$ cat src/swm_defines.vh
// timing and command constants for the single-wire bus master
`ifndef SWM_DEFINES_VH
`define SWM_DEFINES_VH
`define SWM_CLK_MHZ 100
// times in microseconds
`define SWM_RST_LOW_STD_US 480
`define SWM_RST_LOW_OD_US 48
`define SWM_RST_HIGH_STD_US 480
`define SWM_RST_HIGH_OD_US 48
`define SWM_PRES_SAMPLE_STD_US 70
`define SWM_PRES_SAMPLE_OD_US 8
`define SWM_SLOT_STD_US 70
`define SWM_SLOT_OD_US 8
`define SWM_LOW1_STD_US 6
`define SWM_LOW1_OD_US 1
`define SWM_SAMPLE_STD_US 12
`define SWM_SAMPLE_OD_US 1
// cycles past the fast release before the read sample is taken
`define SWM_SAMPLE_OD_EXTRA_CYC 20'h00032
`define SWM_REC_US 2
// command codes
`define SWM_CMD_READ_ID 8'h33
`define SWM_CMD_MATCH 8'h55
`define SWM_CMD_SKIP 8'hCC
`define SWM_CMD_SEARCH 8'hF0
`define SWM_CMD_OD_SKIP 8'h3C
`define SWM_CMD_OD_MATCH 8'h69
// operation codes on the user port
`define SWM_OP_RESET 2'h0
`define SWM_OP_WRITE 2'h1
`define SWM_OP_READ 2'h2
`define SWM_OP_TRIPLET 2'h3
`endif

$ cat src/swm_master.v
// single-wire bus master: reset/presence, bit slots, bytes and search triplets
`timescale 1ns/100ps
`include "swm_defines.vh"
module swm_master #(
    parameter RST_LOW_STD_CYC = `SWM_RST_LOW_STD_US * `SWM_CLK_MHZ,
    parameter RST_HIGH_STD_CYC = `SWM_RST_HIGH_STD_US * `SWM_CLK_MHZ
) (
    // clock and reset
    input wire clk_sys,
    input wire rst_n,
    // user command port
    input wire cmd_valid,
    input wire [1:0] cmd_op,
    input wire [7:0] cmd_data,
    input wire cmd_bit_only,
    input wire cmd_speed_od,
    output reg cmd_ready,
    output reg rsp_valid,
    output reg [7:0] rsp_data,
    output reg rsp_presence,
    output reg overdrive_flag,
    // bus pin
    input wire line_in,
    output reg line_out,
    output reg line_oe
);
    localparam ST_IDLE = 3'h0;
    localparam ST_RLOW = 3'h1;
    localparam ST_RHIGH = 3'h2;
    localparam ST_SLOT = 3'h3;
    localparam ST_REC = 3'h4;
    localparam ST_DONE = 3'h5;

    // converts microseconds to cycles, at least one
    function [19:0] us_cyc;
        input [31:0] us;
        reg [31:0] prod;
        begin
            prod = us * `SWM_CLK_MHZ;
            if (us == 0) begin
                us_cyc = 20'h00001;
            end else begin
                us_cyc = prod[19:0];
            end
        end
    endfunction

    reg sync1, line_s;
    reg [2:0] state;
    reg [19:0] cnt;
    reg [1:0] op;
    reg [7:0] shreg;
    reg [3:0] bits_left;
    reg [1:0] phase;
    reg trip_a, trip_b, trip_dir;
    reg cur_bit, sampled;
    reg od;

    wire [19:0] rlow = od ? us_cyc(`SWM_RST_LOW_OD_US) : RST_LOW_STD_CYC[19:0];
    wire [19:0] rhigh = od ? us_cyc(`SWM_RST_HIGH_OD_US) : RST_HIGH_STD_CYC[19:0];
    wire [19:0] psamp = od ? us_cyc(`SWM_PRES_SAMPLE_OD_US) : us_cyc(`SWM_PRES_SAMPLE_STD_US);
    wire [19:0] slot = od ? us_cyc(`SWM_SLOT_OD_US) : us_cyc(`SWM_SLOT_STD_US);
    wire [19:0] low1 = od ? us_cyc(`SWM_LOW1_OD_US) : us_cyc(`SWM_LOW1_STD_US);
    // fast read sample lands 50 cycles (SWM_SAMPLE_OD_EXTRA_CYC) after the release point
    wire [19:0] samp = od ? us_cyc(`SWM_SAMPLE_OD_US) + `SWM_SAMPLE_OD_EXTRA_CYC :
                       us_cyc(`SWM_SAMPLE_STD_US);
    wire [19:0] rec = us_cyc(`SWM_REC_US);
    // bit sent in the current slot: write uses data lsb, the third triplet slot sends trip_dir, reads send a one
    wire tx_bit = (op == `SWM_OP_WRITE) ? shreg[0] :
                  (op == `SWM_OP_TRIPLET && phase == 2'h2) ? trip_dir : 1'b1;

    // two-flop input synchroniser
    always @(posedge clk_sys or negedge rst_n) begin
        if (!rst_n) begin
            sync1 <= 1'b1;
            line_s <= 1'b1;
        end else begin
            sync1 <= line_in;
            line_s <= sync1;
        end
    end

    always @(posedge clk_sys or negedge rst_n) begin
        if (!rst_n) begin
            state <= ST_IDLE;
            cnt <= 20'h00000;
            op <= 2'h0;
            shreg <= 8'h00;
            bits_left <= 4'h0;
            phase <= 2'h0;
            trip_a <= 1'b0;
            trip_b <= 1'b0;
            trip_dir <= 1'b0;
            cur_bit <= 1'b1;
            sampled <= 1'b1;
            od <= 1'b0;
            cmd_ready <= 1'b0;
            rsp_valid <= 1'b0;
            rsp_data <= 8'h00;
            rsp_presence <= 1'b0;
            overdrive_flag <= 1'b0;
            line_out <= 1'b0;
            line_oe <= 1'b0;
        end else begin
            rsp_valid <= 1'b0;
            line_out <= 1'b0;
            overdrive_flag <= od;
            case (state)
                ST_IDLE: begin
                    line_oe <= 1'b0;
                    cmd_ready <= 1'b1;
                    if (cmd_valid && cmd_ready) begin
                        cmd_ready <= 1'b0;
                        op <= cmd_op;
                        shreg <= cmd_data;
                        bits_left <= cmd_bit_only ? 4'h1 : 4'h8;
                        phase <= 2'h0;
                        trip_dir <= cmd_data[0];
                        cnt <= 20'h00000;
                        if (cmd_op == `SWM_OP_RESET) begin
                            od <= cmd_speed_od;
                            line_oe <= 1'b1;
                            state <= ST_RLOW;
                        end else begin
                            line_oe <= 1'b1;
                            state <= ST_SLOT;
                        end
                    end
                end
                ST_RLOW: begin
                    cnt <= cnt + 20'h00001;
                    if (cnt >= rlow - 20'h00001) begin
                        line_oe <= 1'b0;
                        cnt <= 20'h00000;
                        rsp_presence <= 1'b0;
                        state <= ST_RHIGH;
                    end
                end
                ST_RHIGH: begin
                    cnt <= cnt + 20'h00001;
                    if (cnt == psamp) begin
                        rsp_presence <= ~line_s;
                    end
                    if (cnt >= rhigh - 20'h00001) begin
                        state <= ST_DONE;
                    end
                end
                ST_SLOT: begin
                    cnt <= cnt + 20'h00001;
                    if (cnt == low1 - 20'h00001 && tx_bit) begin
                        line_oe <= 1'b0;
                    end
                    if (cnt == samp) begin
                        sampled <= line_s;
                    end
                    if (cnt >= slot - 20'h00001) begin
                        line_oe <= 1'b0;
                        cnt <= 20'h00000;
                        cur_bit <= (op == `SWM_OP_WRITE) ? tx_bit : sampled;
                        state <= ST_REC;
                    end
                end
                ST_REC: begin
                    cnt <= cnt + 20'h00001;
                    if (cnt >= rec - 20'h00001) begin
                        cnt <= 20'h00000;
                        if (op == `SWM_OP_TRIPLET) begin
                            if (phase == 2'h0) begin
                                trip_a <= cur_bit;
                                phase <= 2'h1;
                                line_oe <= 1'b1;
                                state <= ST_SLOT;
                            end else if (phase == 2'h1) begin
                                trip_b <= cur_bit;
                                if (trip_a != cur_bit) begin
                                    trip_dir <= trip_a;
                                end
                                phase <= 2'h2;
                                line_oe <= 1'b1;
                                state <= ST_SLOT;
                            end else begin
                                shreg <= {5'h00, trip_dir, trip_b, trip_a};
                                state <= ST_DONE;
                            end
                        end else begin
                            shreg <= {cur_bit, shreg[7:1]};
                            bits_left <= bits_left - 4'h1;
                            if (bits_left == 4'h1) begin
                                state <= ST_DONE;
                            end else begin
                                line_oe <= 1'b1;
                                state <= ST_SLOT;
                            end
                        end
                    end
                end
                ST_DONE: begin
                    rsp_valid <= 1'b1;
                    rsp_data <= shreg;
                    state <= ST_IDLE;
                end
                default: begin
                    line_oe <= 1'b0;
                    state <= ST_IDLE;
                end
            endcase
        end
    end
endmodule

$ cat config.mk
export PLATFORM = sky130hd
export DESIGN_NAME = swm_master
export DESIGN_NICKNAME = d
export VERILOG_FILES = /design/src/swm_master.v
export VERILOG_INCLUDE_DIRS = /design/src /design/src/src
export SDC_FILE = /design/constraint.sdc
export NUM_CORES = 1
export LEC_CHECK = 0
export BUFFER_PORTS_ARGS = -buffer_cell sky130_fd_sc_hd__buf_2
export CAP_MARGIN = 10
export CELL_PAD_IN_SITES_DETAIL_PLACEMENT = 0
export CELL_PAD_IN_SITES_GLOBAL_PLACEMENT = 1
export CORE_MARGIN = 2
export CORE_UTILIZATION = 42
export CTS_BUF_LIST = sky130_fd_sc_hd__clkbuf_16
export DETAILED_ROUTE_END_ITERATION = 12
export MAX_ROUTING_LAYER = met4
export PLACE_DENSITY_LB_ADDON = 0.2
export SETUP_SLACK_MARGIN = 0.02
export SYNTH_ARGS = -nofsm -noshare
export SYNTH_HDL_FRONTEND = slang
export SYNTH_SLANG_ARGS = --single-unit
$ cat constraint.sdc
create_clock -name clk_sys -period 2.4 [get_ports clk_sys]
set_input_delay 0.36 -clock clk_sys [delete_from_list [all_inputs] [get_ports clk_sys]]
set_output_delay 0.36 -clock clk_sys [all_outputs]
set_load 0.05 [all_outputs]
Word level (Yosys, flattened, before mapping). Index checks and enable logic that the tools add are counted.

Output and inout port bits: 14. Bits in registers: 60.

Equal/unequal tests: 31. Order comparisons: 3. Reductions and logical operators: 24. Bitwise gates (word level): 3. Mux-type cells: 61. $add $sub $neg: 5.

Operators with widths (count): 20-bit case mux with 5 select lines (1); 20-bit two-way mux (4); 20-bit greater-or-equal comparator (2); 8-bit two-way mux (5); 3-bit two-way mux (9); 2-bit != test (second input constant) (11); 1-bit two-way mux (21); 20-bit by 1-bit adder with 20-bit output (second input constant) (1); 20-bit by 11-bit == test with 1-bit output (1); 20-bit by 13-bit == test with 1-bit output (1); 20-bit == test (1); 20-bit by 8-bit greater-or-equal comparator with 1-bit output (second input constant) (1); 5-bit AND reduction (4); 16-bit by 1-bit subtractor with 17-bit output (second input constant) (1); 16-bit two-way mux (1); 4-bit two-way mux (4); 8-bit case mux with 2 select lines (1); 3-bit != test (second input constant) (5); 3-bit case mux with 5 select lines (1); 13-bit by 1-bit subtractor with 14-bit output (second input constant) (1); 13-bit two-way mux (1); 2-bit two-way mux (6); 11-bit two-way mux (1); 10-bit by 1-bit subtractor with 11-bit output (second input constant) (1); 26 further kinds (42).

Logic depth before layout (Yosys ltp).
Depth after elaboration: 8. Depth in mapped cells: 9.

Least setup slack after synthesis. OpenSTA, ideal clock, no wires.

Path kind: reg2reg. From: register od. To: register cnt[14]. Buffers on the path: 0. Data required time: 2252 ps. Setup time: 148 ps. Data arrival time: 2440 ps. Slack: -188 ps. Cell stages (with the launch flop): 8. Path through: dfrtp_1 > ha_1 > and4bb_2 > nand3_1 > o311ai_2 > a21oi_2 > nor4_1 > o21ai_0.

Word-level cells in the longest chain between the ends: 5. Elaborated cells on any way between the ends: 9. Those cells by class: 2 x add/sub; 2 x order compare; 5 x mux.

RTL lines: from (decl) (RTL line swm_master.v:57) `reg od;`; from (signal assigned) (RTL line swm_master.v:121) `od <= cmd_speed_od;`; 16-bit two-way mux or 13-bit two-way mux (tied branches) (RTL line swm_master.v:59, swm_master.v:62); 16-bit by 1-bit subtractor with 17-bit output or 13-bit by 1-bit subtractor with 14-bit output (tied branches) (RTL line swm_master.v:132, swm_master.v:156); 20-bit greater-or-equal comparator, on equally long branches (RTL line swm_master.v:132, swm_master.v:156); 20-bit two-way mux, on equally long branches (RTL line swm_master.v:132, swm_master.v:156); 20-bit case mux with 5 select lines * (RTL line swm_master.v:108) `case (state)`; to (signal assigned) (RTL line swm_master.v:131) `cnt <= cnt + 20'h00001;`; to (signal assigned) (RTL line swm_master.v:140) `cnt <= cnt + 20'h00001;`; to (signal assigned) (RTL line swm_master.v:149) `cnt <= cnt + 20'h00001;`; to (decl) (RTL line swm_master.v:50) `reg [19:0] cnt;`.

Every way passes the cells marked *; elsewhere a longest branch is shown, timed or not. A chain may end at the register's enable or synchronous reset.

Worst setup path after layout.
From: register od. To: register line_oe.

Word-level cells in the longest chain between the ends: 6. Elaborated cells on any way between the ends: 15. Those cells by class: 3 x add/sub; 2 x order compare; 3 x eq/ne; 5 x mux; 2 x reduce/logical.

RTL lines: branches (longest 6 deep; another with 20-bit greater-or-equal comparator); to (signal assigned) (RTL line swm_master.v:151) `line_oe <= 1'b0;`; to (signal assigned) (RTL line swm_master.v:157) `line_oe <= 1'b0;`; to (signal assigned) (RTL line swm_master.v:171) `line_oe <= 1'b1;`; to (decl) (RTL line swm_master.v:25) `output reg line_oe`.

Parallel ways; which one is timed is not known.

==> out/results.txt <==
Final min period: 2530 ps
Worst R2R Start: od$_DFFE_PN0P_
HPWL after detailed placement: 7640 µm
Reg2Reg Setup Slack: -130 ps
Worst EP required: 2600 ps
FF-to-FF path depth: 8
Gr ovfl total: 0
Setup WS post-layout: -127 ps
Cell taking the most area after synthesis: dfrtp_1
ANT nets after route: 0
#FFs+latches synth: 60
Routed WL: 10,600 µm
Die W: 96.8 µm
Post-Syn Nets: 431
CTS root buffer: clkbuf_16
Power Dens Cells: 488 nW/µm²
Worst clock skew: 4.68 ps
Worst vdd ir: 0.300 mV
Max-Slew Margin vs Limit: 63.7%
Critical Path Fanout Max: 5
TritonRoute pass-1 iters: 4
Height of the die: 96.8 µm
Rows: 33
Cell variety after synth: 67
Violated checks: setup timing
Cts bufs inserted: 9
Setup crit end kind: flop
CTS tree: built
R2R Path End: line_oe$_DFFE_PN0P_
Highest Signal Layer: met4
Max cap viols: 0
Async SR Flop Fraction: 100%
Clock transition at the registers of the reported paths: 50 ps
Mapped Area: 3620 µm²
Largest buffer count on any clock path: 2
H-tree depth: 3
Pre-CTS setup slack: -189 ps
Hold Path End: sync1$_DFF_PN1_
Total placed cells including tap cells: 577
Ys flop type: dfrtp_1
Io pins: 30
Metal2 WL: 5080 µm
Non-Filler Instances: 604
FMAX: 396 MHz
Largest net degree at the start of global routing: 24
Initial cell density of the core: 43.6%
Wire per inst: 17.5 µm
Clk Latency, worst-skew pair: 320 ps
First-pass GRT wire length: 17,400 µm
Worst hold-check path type: in -> reg
DR WL met3: 430 µm
Avg Inst Size Synth: 8.97 µm²
Post-Syn Instances: 403
Unrepaired setup endpoints after global routing: yes
Top cell type's share of synthesized area: 38.8%
Core Region: 8300 µm²
Hold_sp: line_in
Clock sinks: 60
Slew Limit Fails: 0
Post-synth EDFFs: 0
Yosys warnings: 0
Initial antenna violation count: 0
Final worst-path cycle share: 105%
Status: finished with violations
Final Core Density: 59.2%
Vias: 3,401
Hold depth: 1
Synth area leaders: dfrtp_1, nand2_1, o21ai_0
Remaining DRCs: 0
Port bufs: 28
Total track usage: 23.5%
Slew @ Worst Pin: 539 ps
Sequential fraction of the synthesis area: 41.7%
WS Path Type: reg -> reg
Share of layout cells above drive strength 1: 35.7%
P_leak: 2.28 nW
Area Overhead vs Synth: 36.0%
DRT iter0 DRCs: 219
Die area: 9370 µm²
Endpoints failing setup: 11
Final nets: 522
Diode count: 0
Number of global-route vias before repair: 3,426
Final count of hold timing violations: 0
Wl on met1: 4900 µm
Final Wtd Congestion: 0.844
Crit path launch type: flop
Arr. time, crit path: 2730 ps
Drt via density: 5.63
==> cell usage in the layout, fill, tap and decap left out, types with 9 or more instances in the layout <==
master / count
buf_2: 28
buf_4: 63
clkbuf_16: 9
dfrtp_1: 55
inv_1: 11
mux2_2: 12
nand2_1: 57
nand3_1: 19
nor2_1: 34
nor3_1: 11
o21ai_0: 24
==> metal layers <==
| layer | vias to the layer above | track usage (%) |
|---|---|---|
| met1 | 1653 | 31.8 |
| met5 | - | - |
| met4 | 0 | 6.50 |
| met3 | 17 | 4.05 |
| li1 | 1656 | - |
| met2 | 75 | 36.7 |
==> cell type report <==
type / instances / area (µm²)
clock inverter: 7 / 82.6
sequential: 60 / 1510
fill: 748 / 3380
tap: 105 / 131
multi-input combinational: 312 / 2220
inverter: 11 / 41.3
timing repair buffer: 100 / 713
clock buffer: 9 / 225
==> cell usage after synthesis, types with 5 or more instances <==
cell      number
mux2_2        12
nand3_1       22
a21oi_1       10
buf_2          5
o211ai_1       6
o31ai_1        6
nor2_1        35
inv_1         10
a31oi_1        9
o22ai_1        5
ha_1          12
clkbuf_1       9
nor3_1        11
dfrtp_1       56
nor4_1         7
nand2_1       58
o21ai_0       34
nand4_1        6
==> cell families (layout without fill, tap and decap cells) <==
logic type	count (synthesis)	count (layout)	share of synthesized area (%)
flops	60	60	41.7
fa+ha+maj	12	12	4.15
simple gates	178	178	25.3
other cells	1	1	0.104
xor+xnor	7	7	1.70
buf+inv	31	127	4.15
compound gates	97	97	17.8
mux	17	17	5.16
==> metrics by stage <==
stage / TNS [ps] / instance area [µm²] / power (mW) / hold WS, ps
CTS: -666 / 4730 / 2.43 / 125
global route: -1190 / 4920 / 2.49 / 128
global placement: -1970 / 4300 / 1.08 / 332
floorplan: 0 / 3680 / 1.04 / 64.4
detailed placement: -2360 / 4300 / 1.08 / 336
finish: -615 / 4920 / 2.40 / 136
==> sequential cells by signal, summed over array words and instances (netlist names) <==
register and count:
state 3, bits_left 4, line_oe 1, overdrive_flag 1
rsp_data 8, rsp_valid 1, line_s 1, sampled 1
od 1, cnt 20, phase 2, cmd_ready 1
cur_bit 1, op 2, shreg 8, trip_a 1
trip_b 1, rsp_presence 1, trip_dir 1, sync1 1
==> how the worst max path moves through the flow <==
stage	from	endpoint	slack (ps)	cells after the start
floorplan	od$_DFFE_PN0P_	cnt[17]$_DFFE_PN0P_	40	8
global placement	od$_DFFE_PN0P_	cnt[3]$_DFFE_PN0P_	-160	7
detailed placement	od$_DFFE_PN0P_	cnt[3]$_DFFE_PN0P_	-190	7
CTS	od$_DFFE_PN0P_	line_oe$_DFFE_PN0P_	-130	8
global route	od$_DFFE_PN0P_	line_oe$_DFFE_PN0P_	-170	8
finish	od$_DFFE_PN0P_	line_oe$_DFFE_PN0P_	-130	8
==> worst max-delay path: stages (launching register included) <==
cell and delay, ps:
dfrtp_2 410, buf_6 150, ha_4 270, and4bb_2 260, nand3_4 110, o311ai_4 370
a311oi_2 90, or4_4 450, mux2_4 310
==> where the power goes <==
group | internal, mW | switching, mW | total, mW
clock | 0.895 | 0.445 | 1.34
combinational | 0.0124 | 0.0298 | 0.0422
sequential | 1.02 | 0.000596 | 1.02
total | 1.92 | 0.476 | 2.40
==> timing repair <==
item	CTS	global route
gates resized for setup	18	36
gates cloned	0	0
setup buffers	6	4
hold buffers	1	0
pin swaps	14	18
endpoints found under the setup margin	26	34
endpoints found under the hold margin	18	0
No activity file was read; power rests on OpenSTA's default activity.
